===== config.mk =====
export PLATFORM = sky130hd
export DESIGN_NAME = lmt_ctrl
export DESIGN_NICKNAME = d
export VERILOG_FILES = /design/src/lmt_pkg.sv /design/src/lmt_ms_tick.sv /design/src/lmt_err_tally.sv /design/src/lmt_ctrl.sv
export SDC_FILE = /design/constraint.sdc
export NUM_CORES = 1
export LEC_CHECK = 0
export ABC_CLOCK_PERIOD_IN_PS = 3700
export BUFFER_PORTS_ARGS = -buffer_cell sky130_fd_sc_hd__buf_2
export CAP_MARGIN = 30
export CORE_MARGIN = 3
export CORE_UTILIZATION = 40
export DETAILED_ROUTE_END_ITERATION = 7
export HOLD_SLACK_MARGIN = 0.08
export SYNTH_ARGS = -nofsm -noshare
export SYNTH_HDL_FRONTEND = slang
export SYNTH_SLANG_ARGS = --single-unit
export TNS_END_PERCENT = 20

===== constraint.sdc =====
create_clock -name pclk -period 3.7 [get_ports pclk]
set_clock_uncertainty 0.15 [all_clocks]
set_input_delay 0.185 -clock pclk [delete_from_list [all_inputs] [get_ports pclk]]
set_output_delay 0.185 -clock pclk [all_outputs]
set_load 0.01 [all_outputs]

===== src/lmt_pkg.sv =====
package lmt_pkg;
    localparam int LINES = 4;

    // register indices; byte address is four times the index
    localparam logic [7:0] IDX_TEST = 8'h0f;
    localparam logic [7:0] IDX_TALLY_HI = 8'h13;
    localparam logic [7:0] IDX_TALLY_LO = 8'h14;
    localparam logic [7:0] IDX_PORT_SEL = 8'h1c;
    localparam logic [7:0] IDX_STATUS = 8'h1d;

    localparam logic [7:0] TEST_RST = 8'h00;
    localparam logic [7:0] TEST_WMASK = 8'h30;
    localparam int CHAN_SEL_LSB = 4;
    localparam int CHAN_SEL_MSB = 5;
    localparam logic [1:0] PORT_SEL_RST = 2'h0;

    // counting channel select, also the channel tag of received bits
    localparam logic [1:0] BER_OFF = 2'h0;
    localparam logic [1:0] BER_B1 = 2'h1;
    localparam logic [1:0] BER_B2 = 2'h2;
    localparam logic [1:0] BER_D = 2'h3;

    localparam logic [15:0] TALLY_MAX = 16'hffff;

    // control codes on the per-line control channel
    localparam logic [3:0] CI_RESET = 4'h1;
    localparam logic [3:0] CI_PULSE = 4'h5;
    localparam logic [3:0] CI_THRU = 4'h6;
    localparam logic [3:0] CI_ALOOP = 4'h8;

    localparam int CLK_PERIOD_NS = 8;
    localparam int PULSE_PERIOD_NS = 1000000;
    localparam int PULSE_CYCLES = PULSE_PERIOD_NS / CLK_PERIOD_NS;

    typedef enum logic [1:0] {
        ST_RESET,
        ST_DEACT,
        ST_ACTIVATING,
        ST_TRANSPARENT
    } lmt_state_t;

    typedef struct packed {
        logic valid;
        logic one;
        logic [1:0] chan;
    } lmt_rx_t;

    typedef struct packed {
        logic wake;
        logic data;
        logic pulse;
    } lmt_tx_t;

    function automatic logic reg_hit(logic [11:0] a, logic [7:0] idx);
        return a == {2'h0, idx, 2'h0};
    endfunction
endpackage


===== src/lmt_ms_tick.sv =====
`timescale 1ns/1ps
module lmt_ms_tick #(
    parameter int PERIOD = 125000
) (
    input wire logic pclk,
    input wire logic presetn,
    output logic tick
);
    localparam int W = $clog2(PERIOD + 1);
    logic [W-1:0] cnt_r;

    // one-cycle enable every PERIOD cycles
    always_ff @(posedge pclk or negedge presetn) begin
        if (!presetn) begin
            cnt_r <= '0;
            tick <= 1'b0;
        end else if (cnt_r == W'(PERIOD - 1)) begin
            cnt_r <= '0;
            tick <= 1'b1;
        end else begin
            cnt_r <= cnt_r + W'(1);
            tick <= 1'b0;
        end
    end
endmodule


===== src/lmt_err_tally.sv =====
`timescale 1ns/1ps
module lmt_err_tally import lmt_pkg::*; (
    input wire logic pclk,
    input wire logic presetn,
    input wire logic inc,
    input wire logic clr,
    input wire logic [15:0] snap,
    output logic [15:0] count
);
    // clear removes what was read; ones counted since the read snapshot stay
    always_ff @(posedge pclk or negedge presetn) begin
        if (!presetn) begin
            count <= '0;
        end else if (clr) begin
            count <= count - snap + {15'h0000, inc};
        end else if (inc && count != TALLY_MAX) begin
            count <= count + 16'h0001;
        end
    end
endmodule


===== src/lmt_ctrl.sv =====
`timescale 1ns/1ps
// What this block does
// - port selector picks which line's counter and test register are reached
// - reading the counter low byte clears that line's counter
// - nonzero channel select starts counting on that channel only
// - channel select written zero stops the counter
// - each received one on the selected channel adds one until the count holds at TALLY_MAX; count stays readable
// - single-pulse mode sends one positive pulse per millisecond, nothing else
// - single-pulse pin hits all lines, control code 0101 only its line
// - data-through forces the line state straight to transparent
// - data-through sends normal line signal, no wake-up exchange
// - with data-through pin, reset and analog loop control codes still act; the single-pulse code 0101 does not
// - reset mode sends nothing and holds the line in reset state
// - entering reset mode clears echo canceller and equalizer coefficients
// - a line in reset state refuses activation
// - each line has a 16-bit error counter over B1, B2 and D
// - counter read as high byte then low byte at the next address
// - after reset the test register reads zero, all test modes off
module lmt_ctrl import lmt_pkg::*; #(
    parameter int PULSE_CYC = PULSE_CYCLES
) (
    input wire logic pclk,
    input wire logic presetn,
    input wire logic [11:0] paddr,
    input wire logic psel,
    input wire logic penable,
    input wire logic pwrite,
    input wire logic [31:0] pwdata,
    output logic [31:0] prdata,
    output logic pready,
    output logic pslverr,
    input wire logic single_pulse_test,
    input wire logic data_through_test,
    input wire logic master_reset_request_n,
    input wire logic [LINES-1:0][3:0] ci_code,
    input wire logic [LINES-1:0] act_req,
    input wire logic [LINES-1:0] far_sync,
    input wire lmt_rx_t [LINES-1:0] rx,
    output lmt_tx_t [LINES-1:0] tx,
    output lmt_state_t [LINES-1:0] line_state,
    output logic [LINES-1:0] coef_clr,
    output logic [LINES-1:0] analog_loop
);
    logic [1:0] line_port_selector_r;
    logic [7:0] test_r [LINES];
    logic [15:0] tally [LINES];
    logic [15:0] snap_r;
    logic tick;
    logic [LINES-1:0] rst_m;
    logic [LINES-1:0] pulse_m;
    logic [LINES-1:0] thru_m;
    logic [LINES-1:0] cnt_inc;
    logic [LINES-1:0] clr;
    logic setup;
    logic wr;
    logic rd_lo;
    logic hit;
    logic [7:0] rd_nxt;

    // bus phases: answer registered in setup, so every access is setup plus one wait-free access cycle
    assign setup = psel && !penable;
    assign wr = psel && penable && pready && pwrite;
    assign rd_lo = psel && penable && pready && !pwrite && reg_hit(paddr, IDX_TALLY_LO);

    // read decode against the selected line bank
    always_comb begin
        rd_nxt = 8'h00;
        hit = 1'b1;
        if (reg_hit(paddr, IDX_TEST)) begin
            rd_nxt = test_r[line_port_selector_r];
        end else if (reg_hit(paddr, IDX_TALLY_HI)) begin
            rd_nxt = tally[line_port_selector_r][15:8];
        end else if (reg_hit(paddr, IDX_TALLY_LO)) begin
            rd_nxt = tally[line_port_selector_r][7:0];
        end else if (reg_hit(paddr, IDX_PORT_SEL)) begin
            rd_nxt = {6'h00, line_port_selector_r};
        end else if (reg_hit(paddr, IDX_STATUS)) begin
            rd_nxt = {3'h0, analog_loop[line_port_selector_r], thru_m[line_port_selector_r],
                pulse_m[line_port_selector_r], line_state[line_port_selector_r]};
        end else begin
            hit = 1'b0;
        end
    end

    always_ff @(posedge pclk or negedge presetn) begin
        if (!presetn) begin
            pready <= 1'b0;
            prdata <= 32'h00000000;
            pslverr <= 1'b0;
            snap_r <= 16'h0000;
        end else begin
            pready <= setup;
            if (setup) begin
                prdata <= {24'h000000, rd_nxt};
                pslverr <= !hit;
                snap_r <= tally[line_port_selector_r];
            end
        end
    end

    // port selector
    always_ff @(posedge pclk or negedge presetn) begin
        if (!presetn) begin
            line_port_selector_r <= PORT_SEL_RST;
        end else if (wr && reg_hit(paddr, IDX_PORT_SEL)) begin
            line_port_selector_r <= pwdata[1:0];
        end
    end

    // per-line test registers, only the counting channel field is writable
    always_ff @(posedge pclk or negedge presetn) begin
        if (!presetn) begin
            for (int i = 0; i < LINES; i++) begin
                test_r[i] <= TEST_RST;
            end
        end else if (wr && reg_hit(paddr, IDX_TEST)) begin
            test_r[line_port_selector_r] <= pwdata[7:0] & TEST_WMASK;
        end
    end

    lmt_ms_tick #(
        .PERIOD(PULSE_CYC)
    ) u_tick (
        .pclk(pclk),
        .presetn(presetn),
        .tick(tick)
    );

    for (genvar g = 0; g < LINES; g++) begin : g_line
        logic [1:0] sel;
        assign sel = test_r[g][CHAN_SEL_MSB:CHAN_SEL_LSB];
        assign rst_m[g] = !master_reset_request_n || ci_code[g] == CI_RESET;
        assign pulse_m[g] = single_pulse_test || ci_code[g] == CI_PULSE;
        assign thru_m[g] = data_through_test || ci_code[g] == CI_THRU;
        assign cnt_inc[g] = sel != BER_OFF && rx[g].valid && rx[g].one
            && rx[g].chan == sel;
        assign clr[g] = rd_lo && line_port_selector_r == 2'(g);

        lmt_err_tally u_tally (
            .pclk(pclk),
            .presetn(presetn),
            .inc(cnt_inc[g]),
            .clr(clr[g]),
            .snap(snap_r),
            .count(tally[g])
        );

    end

    // line state: reset mode first, then data-through, then normal progress
    always_ff @(posedge pclk or negedge presetn) begin
        if (!presetn) begin
            for (int i = 0; i < LINES; i++) begin
                line_state[i] <= ST_RESET;
            end
        end else begin
            for (int i = 0; i < LINES; i++) begin
                if (rst_m[i]) begin
                    line_state[i] <= ST_RESET;
                end else if (thru_m[i]) begin
                    line_state[i] <= ST_TRANSPARENT;
                end else begin
                    case (line_state[i])
                        ST_RESET: begin
                            line_state[i] <= ST_DEACT;
                        end
                        ST_DEACT: begin
                            if (act_req[i]) begin
                                line_state[i] <= ST_ACTIVATING;
                            end
                        end
                        ST_ACTIVATING: begin
                            if (!act_req[i]) begin
                                line_state[i] <= ST_DEACT;
                            end else if (far_sync[i]) begin
                                line_state[i] <= ST_TRANSPARENT;
                            end
                        end
                        default: begin
                            if (!act_req[i]) begin
                                line_state[i] <= ST_DEACT;
                            end
                        end
                    endcase
                end
            end
        end
    end

    // coefficient clear pulse on entry into reset state
    always_ff @(posedge pclk or negedge presetn) begin
        if (!presetn) begin
            coef_clr <= '0;
        end else begin
            for (int i = 0; i < LINES; i++) begin
                coef_clr[i] <= rst_m[i] && line_state[i] != ST_RESET;
            end
        end
    end

    // line transmit control per line
    always_ff @(posedge pclk or negedge presetn) begin
        if (!presetn) begin
            tx <= '0;
        end else begin
            for (int i = 0; i < LINES; i++) begin
                tx[i].pulse <= !rst_m[i] && !thru_m[i] && pulse_m[i] && tick;
                tx[i].data <= !rst_m[i] && (thru_m[i] || (!pulse_m[i]
                    && line_state[i] == ST_TRANSPARENT));
                tx[i].wake <= !rst_m[i] && !thru_m[i] && !pulse_m[i]
                    && line_state[i] == ST_ACTIVATING;
            end
        end
    end

    // analog loop request stays live under data-through pin
    always_ff @(posedge pclk or negedge presetn) begin
        if (!presetn) begin
            analog_loop <= '0;
        end else begin
            for (int i = 0; i < LINES; i++) begin
                analog_loop[i] <= !rst_m[i] && ci_code[i] == CI_ALOOP;
            end
        end
    end
endmodule


Yosys cells after proc, flatten, opt, wreduce, memory -nomap -nowiden
Cells that the tools add are included. W data, S select, Z words.

Bitwise logic cells: 1. Equality and inequality tests: 57. Reductions and logical operators: 118. $lt $le $gt $ge: 3. Mux-type cells: 65. $add $sub $neg: 13.

Operator list (count): $mux W16 (10); $logic_and A1 B1 Y1 (65); $add A16 B1 Y16 (4); $add A16 B1 Y16 const B (4); $ne A16 B16 Y1 const B (4); $sub A16 B16 Y16 (4); $mux W2 (25); $eq A12 B7 Y1 const B (4); $mux W8 (6); $bmux W16 S2 (1); $bwmux W32 (1); $eq A4 B3 Y1 const B (8); $ne A6 B1 Y1 const B (4); $pmux W2 S3 (4); $reduce_bool A2 Y1 (12); $eq A2 B2 Y1 const B (10); $ne A5 B5 Y1 const B (4); $add A17 B1 Y17 const B (1); $eq A17 B17 Y1 const B (1); $mux W17 (1); $bmux W8 S2 (1); $demux W8 S2 (1); $eq A4 B1 Y1 const B (4); $eq A4 B4 Y1 const B (4); other kinds (16) (74).

Input port bits: 92. Logic and storage cells: 290. Bits in registers: 170.

Logic depth before layout (Yosys ltp)
Gate-level depths: netlist of run 1.

Depth in word-level cells: 9. Depth in mapped cells: 15. Gate-level depth less buffers: 15.

Cells and area by module
A second synthesis of run 1 with hierarchy kept.

Cells, all modules: 1438. Area, all modules: 12908.6 um^2.

Modules (own cells, without submodules): lmt_err_tally (g_line[0].u_tally ...) (cells each 239, seq. area each 400.4 um^2, instances 3, area each 1976.9 um^2); lmt_ctrl (cells each 425, seq. area each 1601.5 um^2, instances 1, area each 4235.3 um^2); lmt_err_tally (g_line[3].u_tally) (cells each 219, seq. area each 400.4 um^2, instances 1, area each 1868.0 um^2); lmt_ms_tick (cells each 77, seq. area each 450.4 um^2, instances 1, area each 874.6 um^2).

Worst setup path before layout of run 1
OpenSTA, ideal clock, no wires.

Kind: flip-flop to flip-flop. Start: register test_r, in the netlist g_line[0].sel[1]. End: register g_line[0].u_tally.count[14]. Stages on the path, launching flop included: 16. Clock period less this slack: 3.232 ns. Arrival time: 2.963 ns. Slack: 0.468 ns. Required time: 3.431 ns. Setup time: 0.119 ns. Path buffers: 0. Path through: dfrtp_1 nor4bb_1 a32o_1 inv_1 ha_1 inv_1 ha_1 inv_1 fa_1 nor2b_1 o31ai_1 a21oi_1 a221o_1 a21oi_1 xor2_1 o21ai_2.

Longest elaborated chain between the ends: 6.

Ends and longest elaborated chain: start, declared (line lmt_ctrl.sv:45) `logic [7:0] test_r [LINES];`; start signal, assigned by index (line lmt_ctrl.sv:117) `test_r[line_port_selector_r] <= pwdata[7:0] & TEST_WMASK;`; $reduce_bool A2 Y1 (line lmt_ctrl.sv:135) `assign cnt_inc[g] = sel != BER_OFF && rx[g].valid && rx[g].one`; $logic_and A1 B1 Y1 (2 in a row) (line lmt_ctrl.sv:135); $logic_and A1 B1 Y1 (*) (line lmt_ctrl.sv:136) `&& rx[g].chan == sel;`; $add A16 B1 Y16 or $logic_and A1 B1 Y1 (tied branches) (line lmt_err_tally.sv:15, lmt_err_tally.sv:16); $mux W16 or $reduce_bool A2 Y1 (tied branches); end signal, assigned (line lmt_err_tally.sv:15) `count <= count - snap + {15'h0000, inc};`; end signal, assigned (line lmt_err_tally.sv:17) `count <= count + 16'h0001;`; end, declared (line lmt_err_tally.sv:8) `output logic [15:0] count`.

Mark *: on every way between the ends. The rest lies on a longest branch, timed or not. A chain may end at the register's enable or synchronous reset.

Final worst setup path of run 1
Start: register test_r, in the netlist g_line[3].sel[1]. End: register g_line[3].u_tally.count[15].

Longest elaborated chain between the ends: 6.

Ends and longest elaborated chain (line): $reduce_bool A2 Y1 (lmt_ctrl.sv:135); $logic_and A1 B1 Y1 (2 in a row) (lmt_ctrl.sv:135); $logic_and A1 B1 Y1 (*) (lmt_ctrl.sv:136); $add A16 B1 Y16 or $logic_and A1 B1 Y1 (tied branches) (lmt_err_tally.sv:15, lmt_err_tally.sv:16); $mux W16 or $reduce_bool A2 Y1 (tied branches); end signal, assigned (lmt_err_tally.sv:15); end signal, assigned (lmt_err_tally.sv:17); end, declared (lmt_err_tally.sv:8).

Marked as above.

==> results_dict.tcl, run 1 <==
set metrics [dict create \
    startpoint "g_line[3].sel[1]" \
    path_max_fanout 4 \
    fp-row-count 62 \
    cp.required_ns 3.90 \
    insertion_delay_ns 0.43 \
    hold_class "input pin to flop" \
    tightest_slew_ns 1.01 \
    status "finished clean" \
    grt_util_met1_pct 32.0 \
    drive_gt1_share_pct 15.2 \
    setup_slack_ns 0.224 \
    num_io_pins 154 \
    cts_tree "yes" \
    synth_top_family_by_area "simple AND/OR/NAND/NOR gates" \
    vias 10400 \
    grt_use_total_pct 22.9 \
    grt_pass1_vias 10400 \
    ys_warn_count 0 \
    crit_type "flop to flop" \
    ir_drop_mv 0.344 \
    syn_area_mm2 0.0120 \
    layout_commonest_cell "dfrtp_1" \
    power_density_mw_per_mm2 285 \
    ys_async_sr_fraction_pct 100 \
    fin_crit_ns 3.48 \
    synth_edf_count 0 \
    synth_fa_ha_area_share_pct 15.5 \
    cp-start-kind "flop" \
    yosys.area_share.simple_pct 18.8 \
    busiest_layer "met2" \
    cts_buffer_depth 2 \
    clkTransAtPathRegs_ns 0.06 \
    initial_core_util_pct 41.1 \
    grt.overflow.total 0 \
    synthMuxAreaShare_pct 6.58 \
    max_freq_ghz 0.288 \
    area_delta_synth_final_pct 16.9 \
    hold_start "paddr[6]" \
    dr.pass1.iters 5 \
    period_share_pct 93.9 \
    synth_compound_area_share_pct 15.2 \
    io_buffers 101 \
    die_w_um 179 \
    slew_violations 0 \
    rsz0062_at_grt "true" \
    r2r-start "g_line[3].sel[1]" \
    cts_max_level 4 \
    wl_um 35400 \
    dieArea_mm2 0.0320 \
    gp_congestion 0.911 \
    nets 1690 \
    yosys.area_share.xor_xnor_pct 8.78 \
    setup_viol 0 \
    ys_seq_area_share_pct 30.5 \
    antenna_found_initial 0 \
    hpwl_um 26900 \
    grtUsageMet2_pct 37.1 \
    grt_max_degree 91 \
    synthesis.instances 1299 \
    cap_violations 0 \
    hold_violations 0 \
    n_antenna_cell 0 \
    setup_tns_ns 0 \
    syn-mean-instance-area_um2 9.21 \
    post_drt_wl_per_cell_um 19.1 \
    arrival_ns 3.68 \
    gr-usage-met3_pct 3.28 \
    cts_root_buf "clkbuf_16" \
    post-route-drc-count 0 \
    cts_buffers 17 \
    relSlewSlack_pct 31.2 \
    ys_ff_latch 146 \
    ant_nets 0 \
    synthFlopType "dfrtp_1" \
    dp_slack_ns 0.122 \
    yosys.cell_types.count 79 \
    grt_pass1_wl_um 57300 \
    drt_iter0_drc 803 \
    viasPerCell 5.64 \
    p_leak_nw 6.21 \
    mostFrequentLayoutCells "145 x dfrtp_1, 142 x ha_1, 123 x nand2_1, 101 x buf_2, 92 x nor2_1" \
    core_mm2 0.0291 \
    critPathCaptureType "flop" \
    die_h_um 179 \
    clock-sinks 146 \
]
-- layout make-up --
type / count / area, µm²
sequential: 146 / 3650
inverter: 60 / 225
tap: 384 / 480
clock inverter: 14 / 203
fill: 2780 / 15100
clock buffer: 18 / 429
multi-input combinational: 1060 / 7870
timing repair buffer: 167 / 1120
-- registers in the layout, summed over array words and instances (netlist names) --
name / cells
g_line.u_tally.count: 64
u_tick.cnt_r: 17
snap_r: 16
tx: 12
g_line.sel: 8
line_state: 8
prdata: 8
analog_loop: 4
coef_clr: 4
line_port_selector_r: 2
pready: 1
pslverr: 1
u_tick.tick: 1
-- layer usage --
metal	share of wire [%]	wire length (µm)
met1	46	16300
met2	46	16400
met3	5.4	1930
met4	2.2	768
met5	0	0
-- Yosys cell counts (4+ instances only) --
master | number | share of area [%]
nor4_1 | 15 | 0.78
o21ai_0 | 76 | 3.2
mux2i_1 | 10 | 0.84
nand2_1 | 123 | 3.9
nor2_1 | 93 | 2.9
a41oi_1 | 4 | 0.29
xor2_1 | 52 | 3.8
buf_4 | 24 | 1.5
dfrtp_1 | 146 | 31
or3_1 | 6 | 0.31
or4_1 | 6 | 0.38
inv_1 | 60 | 1.9
buf_2 | 8 | 0.33
a211oi_1 | 15 | 0.94
and4_1 | 10 | 0.73
nand3_1 | 51 | 2.1
buf_1 | 4 | 0.13
nor3_1 | 14 | 0.59
mux2_2 | 15 | 1.4
nor4b_1 | 4 | 0.29
ha_1 | 142 | 15
nand2b_1 | 15 | 0.78
a21oi_1 | 74 | 3.1
nor2b_1 | 24 | 1.3
a221oi_1 | 5 | 0.37
a31oi_1 | 17 | 0.89
o21a_1 | 15 | 0.94
fa_1 | 4 | 0.67
mux4_2 | 23 | 4.3
xnor2_1 | 68 | 5.0
nor4bb_1 | 7 | 0.59
o211ai_1 | 6 | 0.38
a21o_1 | 11 | 0.69
o21ai_1 | 6 | 0.25
o2111ai_1 | 6 | 0.44
and3_1 | 16 | 0.84
a21boi_0 | 4 | 0.25
o41ai_1 | 5 | 0.37
nand4_1 | 27 | 1.4
clkbuf_1 | 19 | 0.60
-- worst paths after layout --
path	end	slack, ns	cells past startpoint
setup / recovery	g_line[3].u_tally.count[15]	0.22	13
hold / removal	line_port_selector_r[1]	0.12	4
setup reg to reg	g_line[3].u_tally.count[15]	0.22	13
hold reg to reg	pslverr	0.32	2
max in group asynchronous	u_tick.cnt_r[12]	2.15	3
min in group asynchronous	g_line[2].sel[0]	0.27	2
-- repair_timing --
item                                    4_1_cts  5_1_grt
setup buffers                                 0        0
endpoints found under the setup margin        0        7
hold buffers                                 39        0
endpoints found under the hold margin       126        0
gates resized for setup                       0        4
-- power breakdown --
group / leakage (nW) / switching, mW / total (mW) / internal, mW
Combinational: 3.95 / 0.249 / 0.433 / 0.183
Sequential: 1.97 / 0.0275 / 1.65 / 1.62
Clock: 0.294 / 0.767 / 1.91 / 1.14
-- logic make-up (layout without fill, tap and decap cells) --
kind of cell	count (synthesis)	after routing
XOR/XNOR	120	120
other	1	24
flip-flops	146	146
adder cells (fa/ha/maj)	146	146
AO/OA/AOI/OAI	287	287
multiplexers	48	48
buffers and inverters	116	259
AND/OR/NAND/NOR	435	435
-- stage by stage --
| stage | util, % | cells | hold WS (ns) | power, mW | area [µm²] |
|---|---|---|---|---|---|
| after global routing | 48.1 | 1849 | 0.141 | 4.15 | 14000 |
| after CTS | 48.0 | 1849 | 0.105 | 4.02 | 14000 |
| final | 48.1 | 1849 | 0.121 | 3.99 | 14000 |
| after global placement | 44.4 | 1776 | 0.186 | 2.06 | 12900 |
| after floorplan | - | 1322 | -0.261 | 1.91 | 12100 |
| after detailed placement | 44.5 | 1778 | 0.190 | 2.08 | 12900 |
-- worst max-delay path: stages (launching register included) --
cell and delay [ns]:
dfrtp_1 0.41, nor4bb_1 0.30, a32o_2 0.29, inv_1 0.09
ha_1 0.24, inv_1 0.07, ha_1 0.23, a211oi_1 0.26
o21ai_0 0.20, o2111ai_1 0.29, a21boi_0 0.20, nor4bb_1 0.17
nor4_1 0.35, xnor2_1 0.15
(Power assumes the default switching activity.)
==> run 2, diff against run 1 <==
--- a/config.mk
+++ b/config.mk
@@ -5,6 +5,7 @@
 export SDC_FILE = /design/constraint.sdc
 export NUM_CORES = 1
 export LEC_CHECK = 0
+export ABC_AREA = 1
 export ABC_CLOCK_PERIOD_IN_PS = 3700
 export BUFFER_PORTS_ARGS = -buffer_cell sky130_fd_sc_hd__buf_2
 export CAP_MARGIN = 30
==> run 2 against run 1 <==
  * Global-route usage up 1.4 points
  * Combinational power up 29%
  * First-iteration DRC count up 47%
  * Setup slack better by 0.41 ns
  * Hold slack worse by 0.036 ns
  * Sequential power about the same
  * Non-clock buffer count down 16
  * Sequential share of layout area down 3.9 points
  * Largest cell class unchanged
==> results_dict.tcl, run 2 <==
set metrics [dict create \
    yosysTopAreaCellShare_pct 25.1 \
    cap_violations 0 \
    cts_root_buf "clkbuf_16" \
    setup_tns_ns 0 \
    ys_async_sr_fraction_pct 100 \
    vias 14900 \
    clock-sinks 146 \
    cts_buffers 17 \
    hold_start "act_req[3]" \
    grt.overflow.total 0 \
    post-route-drc-count 0 \
    max_flop_register "g_line.u_tally.count" \
    drt_iter0_drc 1177 \
    path_delay_family "adder cells" \
    path_max_fanout 5 \
    cts_buffer_depth 2 \
    ys_ff_latch 146 \
    die_w_um 197 \
    fin_util_pct 46.0 \
    relSlewSlack_pct 49.0 \
    cts_resized 0 \
    area_delta_synth_final_pct 12.9 \
    p_switching_mw 1.15 \
    critPathCaptureType "flop" \
    path_cells "inv_1, o21bai_1, nand4_1, ha_1, inv_1, ha_1, inv_1, fa_1, inv_1, nand3_1, nand3_1, nand3_1, nand4_1, nand3_1, nand2_1, nand2_1" \
    grt_use_total_pct 24.3 \
    place_inst 2813 \
    initial_core_util_pct 40.8 \
    clockPowerShare_pct 45.9 \
    nets 2652 \
    cp-start-kind "flop" \
    synth_commonest_cells "763 x nand2_1, 342 x inv_1, 227 x nor2_1" \
    p_leak_nw 8.73 \
    post_drt_wl_per_cell_um 16.1 \
    power_frac_comb_pct 13.7 \
    synth_top_area_cell "dfrtp_1" \
    cp.required_ns 3.88 \
    r2r-start "g_line[3].sel[0]" \
    cpMaxStageDelayCell "fa_1" \
    cts_tree "yes" \
    drive_gt1_share_pct 7.91 \
    timing.rr.end "g_line[3].u_tally.count[12]" \
    ys_warn_count 0 \
    status "finished clean" \
    fp-row-count 69 \
    reg2reg_slack_ns 0.64 \
    hpwl_um 37000 \
    largest_reg_flops 64 \
    postCtsSetupRepairBufs 0 \
    layout_commonest_cell "nand2_1" \
    n_antenna_cell 0 \
    antenna_found_initial 2 \
    arrival_ns 3.24 \
    synthFlopType "dfrtp_1" \
    ys_seq_area_share_pct 25.1 \
    startpoint "g_line[3].sel[0]" \
    fin_crit_ns 3.06 \
    clkTransAtPathRegs_ns 0.07 \
    layout.cells.non_filler 2888 \
    p_seq_share_pct 40.4 \
    viasPerCell 5.17 \
    ir_drop_mv 0.316 \
    dieArea_mm2 0.0387 \
    multi_input_area_mm2 0.00927 \
    cts_max_level 4 \
    rsz0062_at_grt "false" \
    register_area_mm2 0.00365 \
    slew_violations 0 \
    hold_violations 0 \
    io_buffers 101 \
    wl_um 46600 \
    setup_viol 0 \
    hold_ws_ns 0.0854 \
    tightest_slew_ns 0.763 \
    top_regs "g_line.u_tally.count: 64 flops, u_tick.cnt_r: 17 flops, snap_r: 16 flops" \
    yosysMostFrequentCell "nand2_1" \
    power_density_mw_per_mm2 247 \
    switching_share_pct 28.4 \
    holdPathEnd "line_state[7]" \
    dr.pass1.iters 6 \
    period_share_pct 82.8 \
    num_io_pins 154 \
    worstHoldPathCells 4 \
    grt_pass1_wl_um 75000 \
    grt_pass1_vias 14400 \
    syn-mean-instance-area_um2 6.39 \
    ant_nets 0 \
    crit_type "flop to flop" \
    hold_class "input pin to flop" \
    yosys.cell_types.count 47 \
    die_h_um 197 \
    synthesis.instances 2278 \
    p_int_mw 2.91 \
    nFillCells 3803 \
    insertion_delay_ns 0.44 \
    core_mm2 0.0357 \
    worstRegToRegCells 16 \
    synth_edf_count 0 \
    syn_area_mm2 0.0146 \
    mostFrequentLayoutCells "763 x nand2_1, 342 x inv_1, 226 x nor2_1, 173 x nand3_1, 146 x dfrtp_1" \
    crit_path_max_incr_delay_ns 0.40 \
    crit_buf_inv 4 \
    max_freq_ghz 0.327 \
    synthTopCellsByArea "dfrtp_1 25%, nand2_1 20%, ha_1 12%, inv_1 8.8%, nand3_1 5.9%" \
    gp_congestion 0.927 \
    grt_max_degree 79 \
]
## run 2: power groups by stage
stage	Sequential, mW	Clock [mW]	Combinational, mW
2_1_floorplan	1.68	0	0.330
3_3_place_gp	1.67	0	0.507
3_5_place_dp	1.67	0	0.520
4_1_cts	1.64	1.89	0.557
5_1_grt	1.65	1.97	0.642
6_report	1.64	1.87	0.557
## run 2: timing repair
action / CTS / global route
endpoints found under the hold margin: 112 / 0
hold buffers: 43 / 0
setup endpoints to repair: 0 / 0
## run 2: tightest hold or removal path: stages
cell and delay [ns]:
buf_2 0.12, o221ai_1 0.13, nand2_1 0.12, o21ai_0 0.08
## run 2: cells by family after synthesis
kind of cell	count (synthesis)	synth area share (%)
DFF	146	25.1
and+or+nand+nor	1290	37.7
adders and majority gates	146	12.7
AOI/OAI and AO/OA	214	8.34
other	1	0.0257
buffers and inverters	411	11.9
xor gates and xnor gates	70	4.21
## run 2: layer usage
layer / vias to the layer above / GRT usage (%) / part of all wire [%] / wire [µm]
li1: 7471 / - / - / -
met1: 6850 / 31.8 / 44 / 20400
met2: 532 / 40.7 / 46 / 21400
met3: 84 / 4.26 / 7.0 / 3280
met4: 4 / 8.42 / 3.3 / 1550
met5: - / 0 / 0.049 / 23
## run 2: worst max-delay path by stage
stage,to,slack [ns],cells after the start
after global placement,g_line[3].u_tally.count[8],0.73,18
after CTS,g_line[3].u_tally.count[12],0.65,16
after global routing,g_line[3].u_tally.count[8],0.43,19
final,g_line[3].u_tally.count[12],0.64,16
after floorplan,g_line[3].u_tally.count[8],1.16,18
after detailed placement,g_line[3].u_tally.count[12],0.66,16
## run 2: area by class of cell
class / instances / area share (%)
well taps: 461 / 3.51
repair buffers: 151 / 6.05
clock inverters: 14 / 1.09
multi-input cells: 1744 / 56.4
inverters: 354 / 8.11
clock buffers: 18 / 2.67
flip-flops and latches: 146 / 22.2
## run 2: metrics by stage
stage                     instance area (µm²)  setup slack [ns]  power (mW)
after floorplan                         14700              1.16        2.01
after global placement                  15400             0.726        2.18
after detailed placement                15400             0.658        2.19
after CTS                               16400             0.647        4.09
after global routing                    16400             0.434        4.25
final                                   16400             0.638        4.07
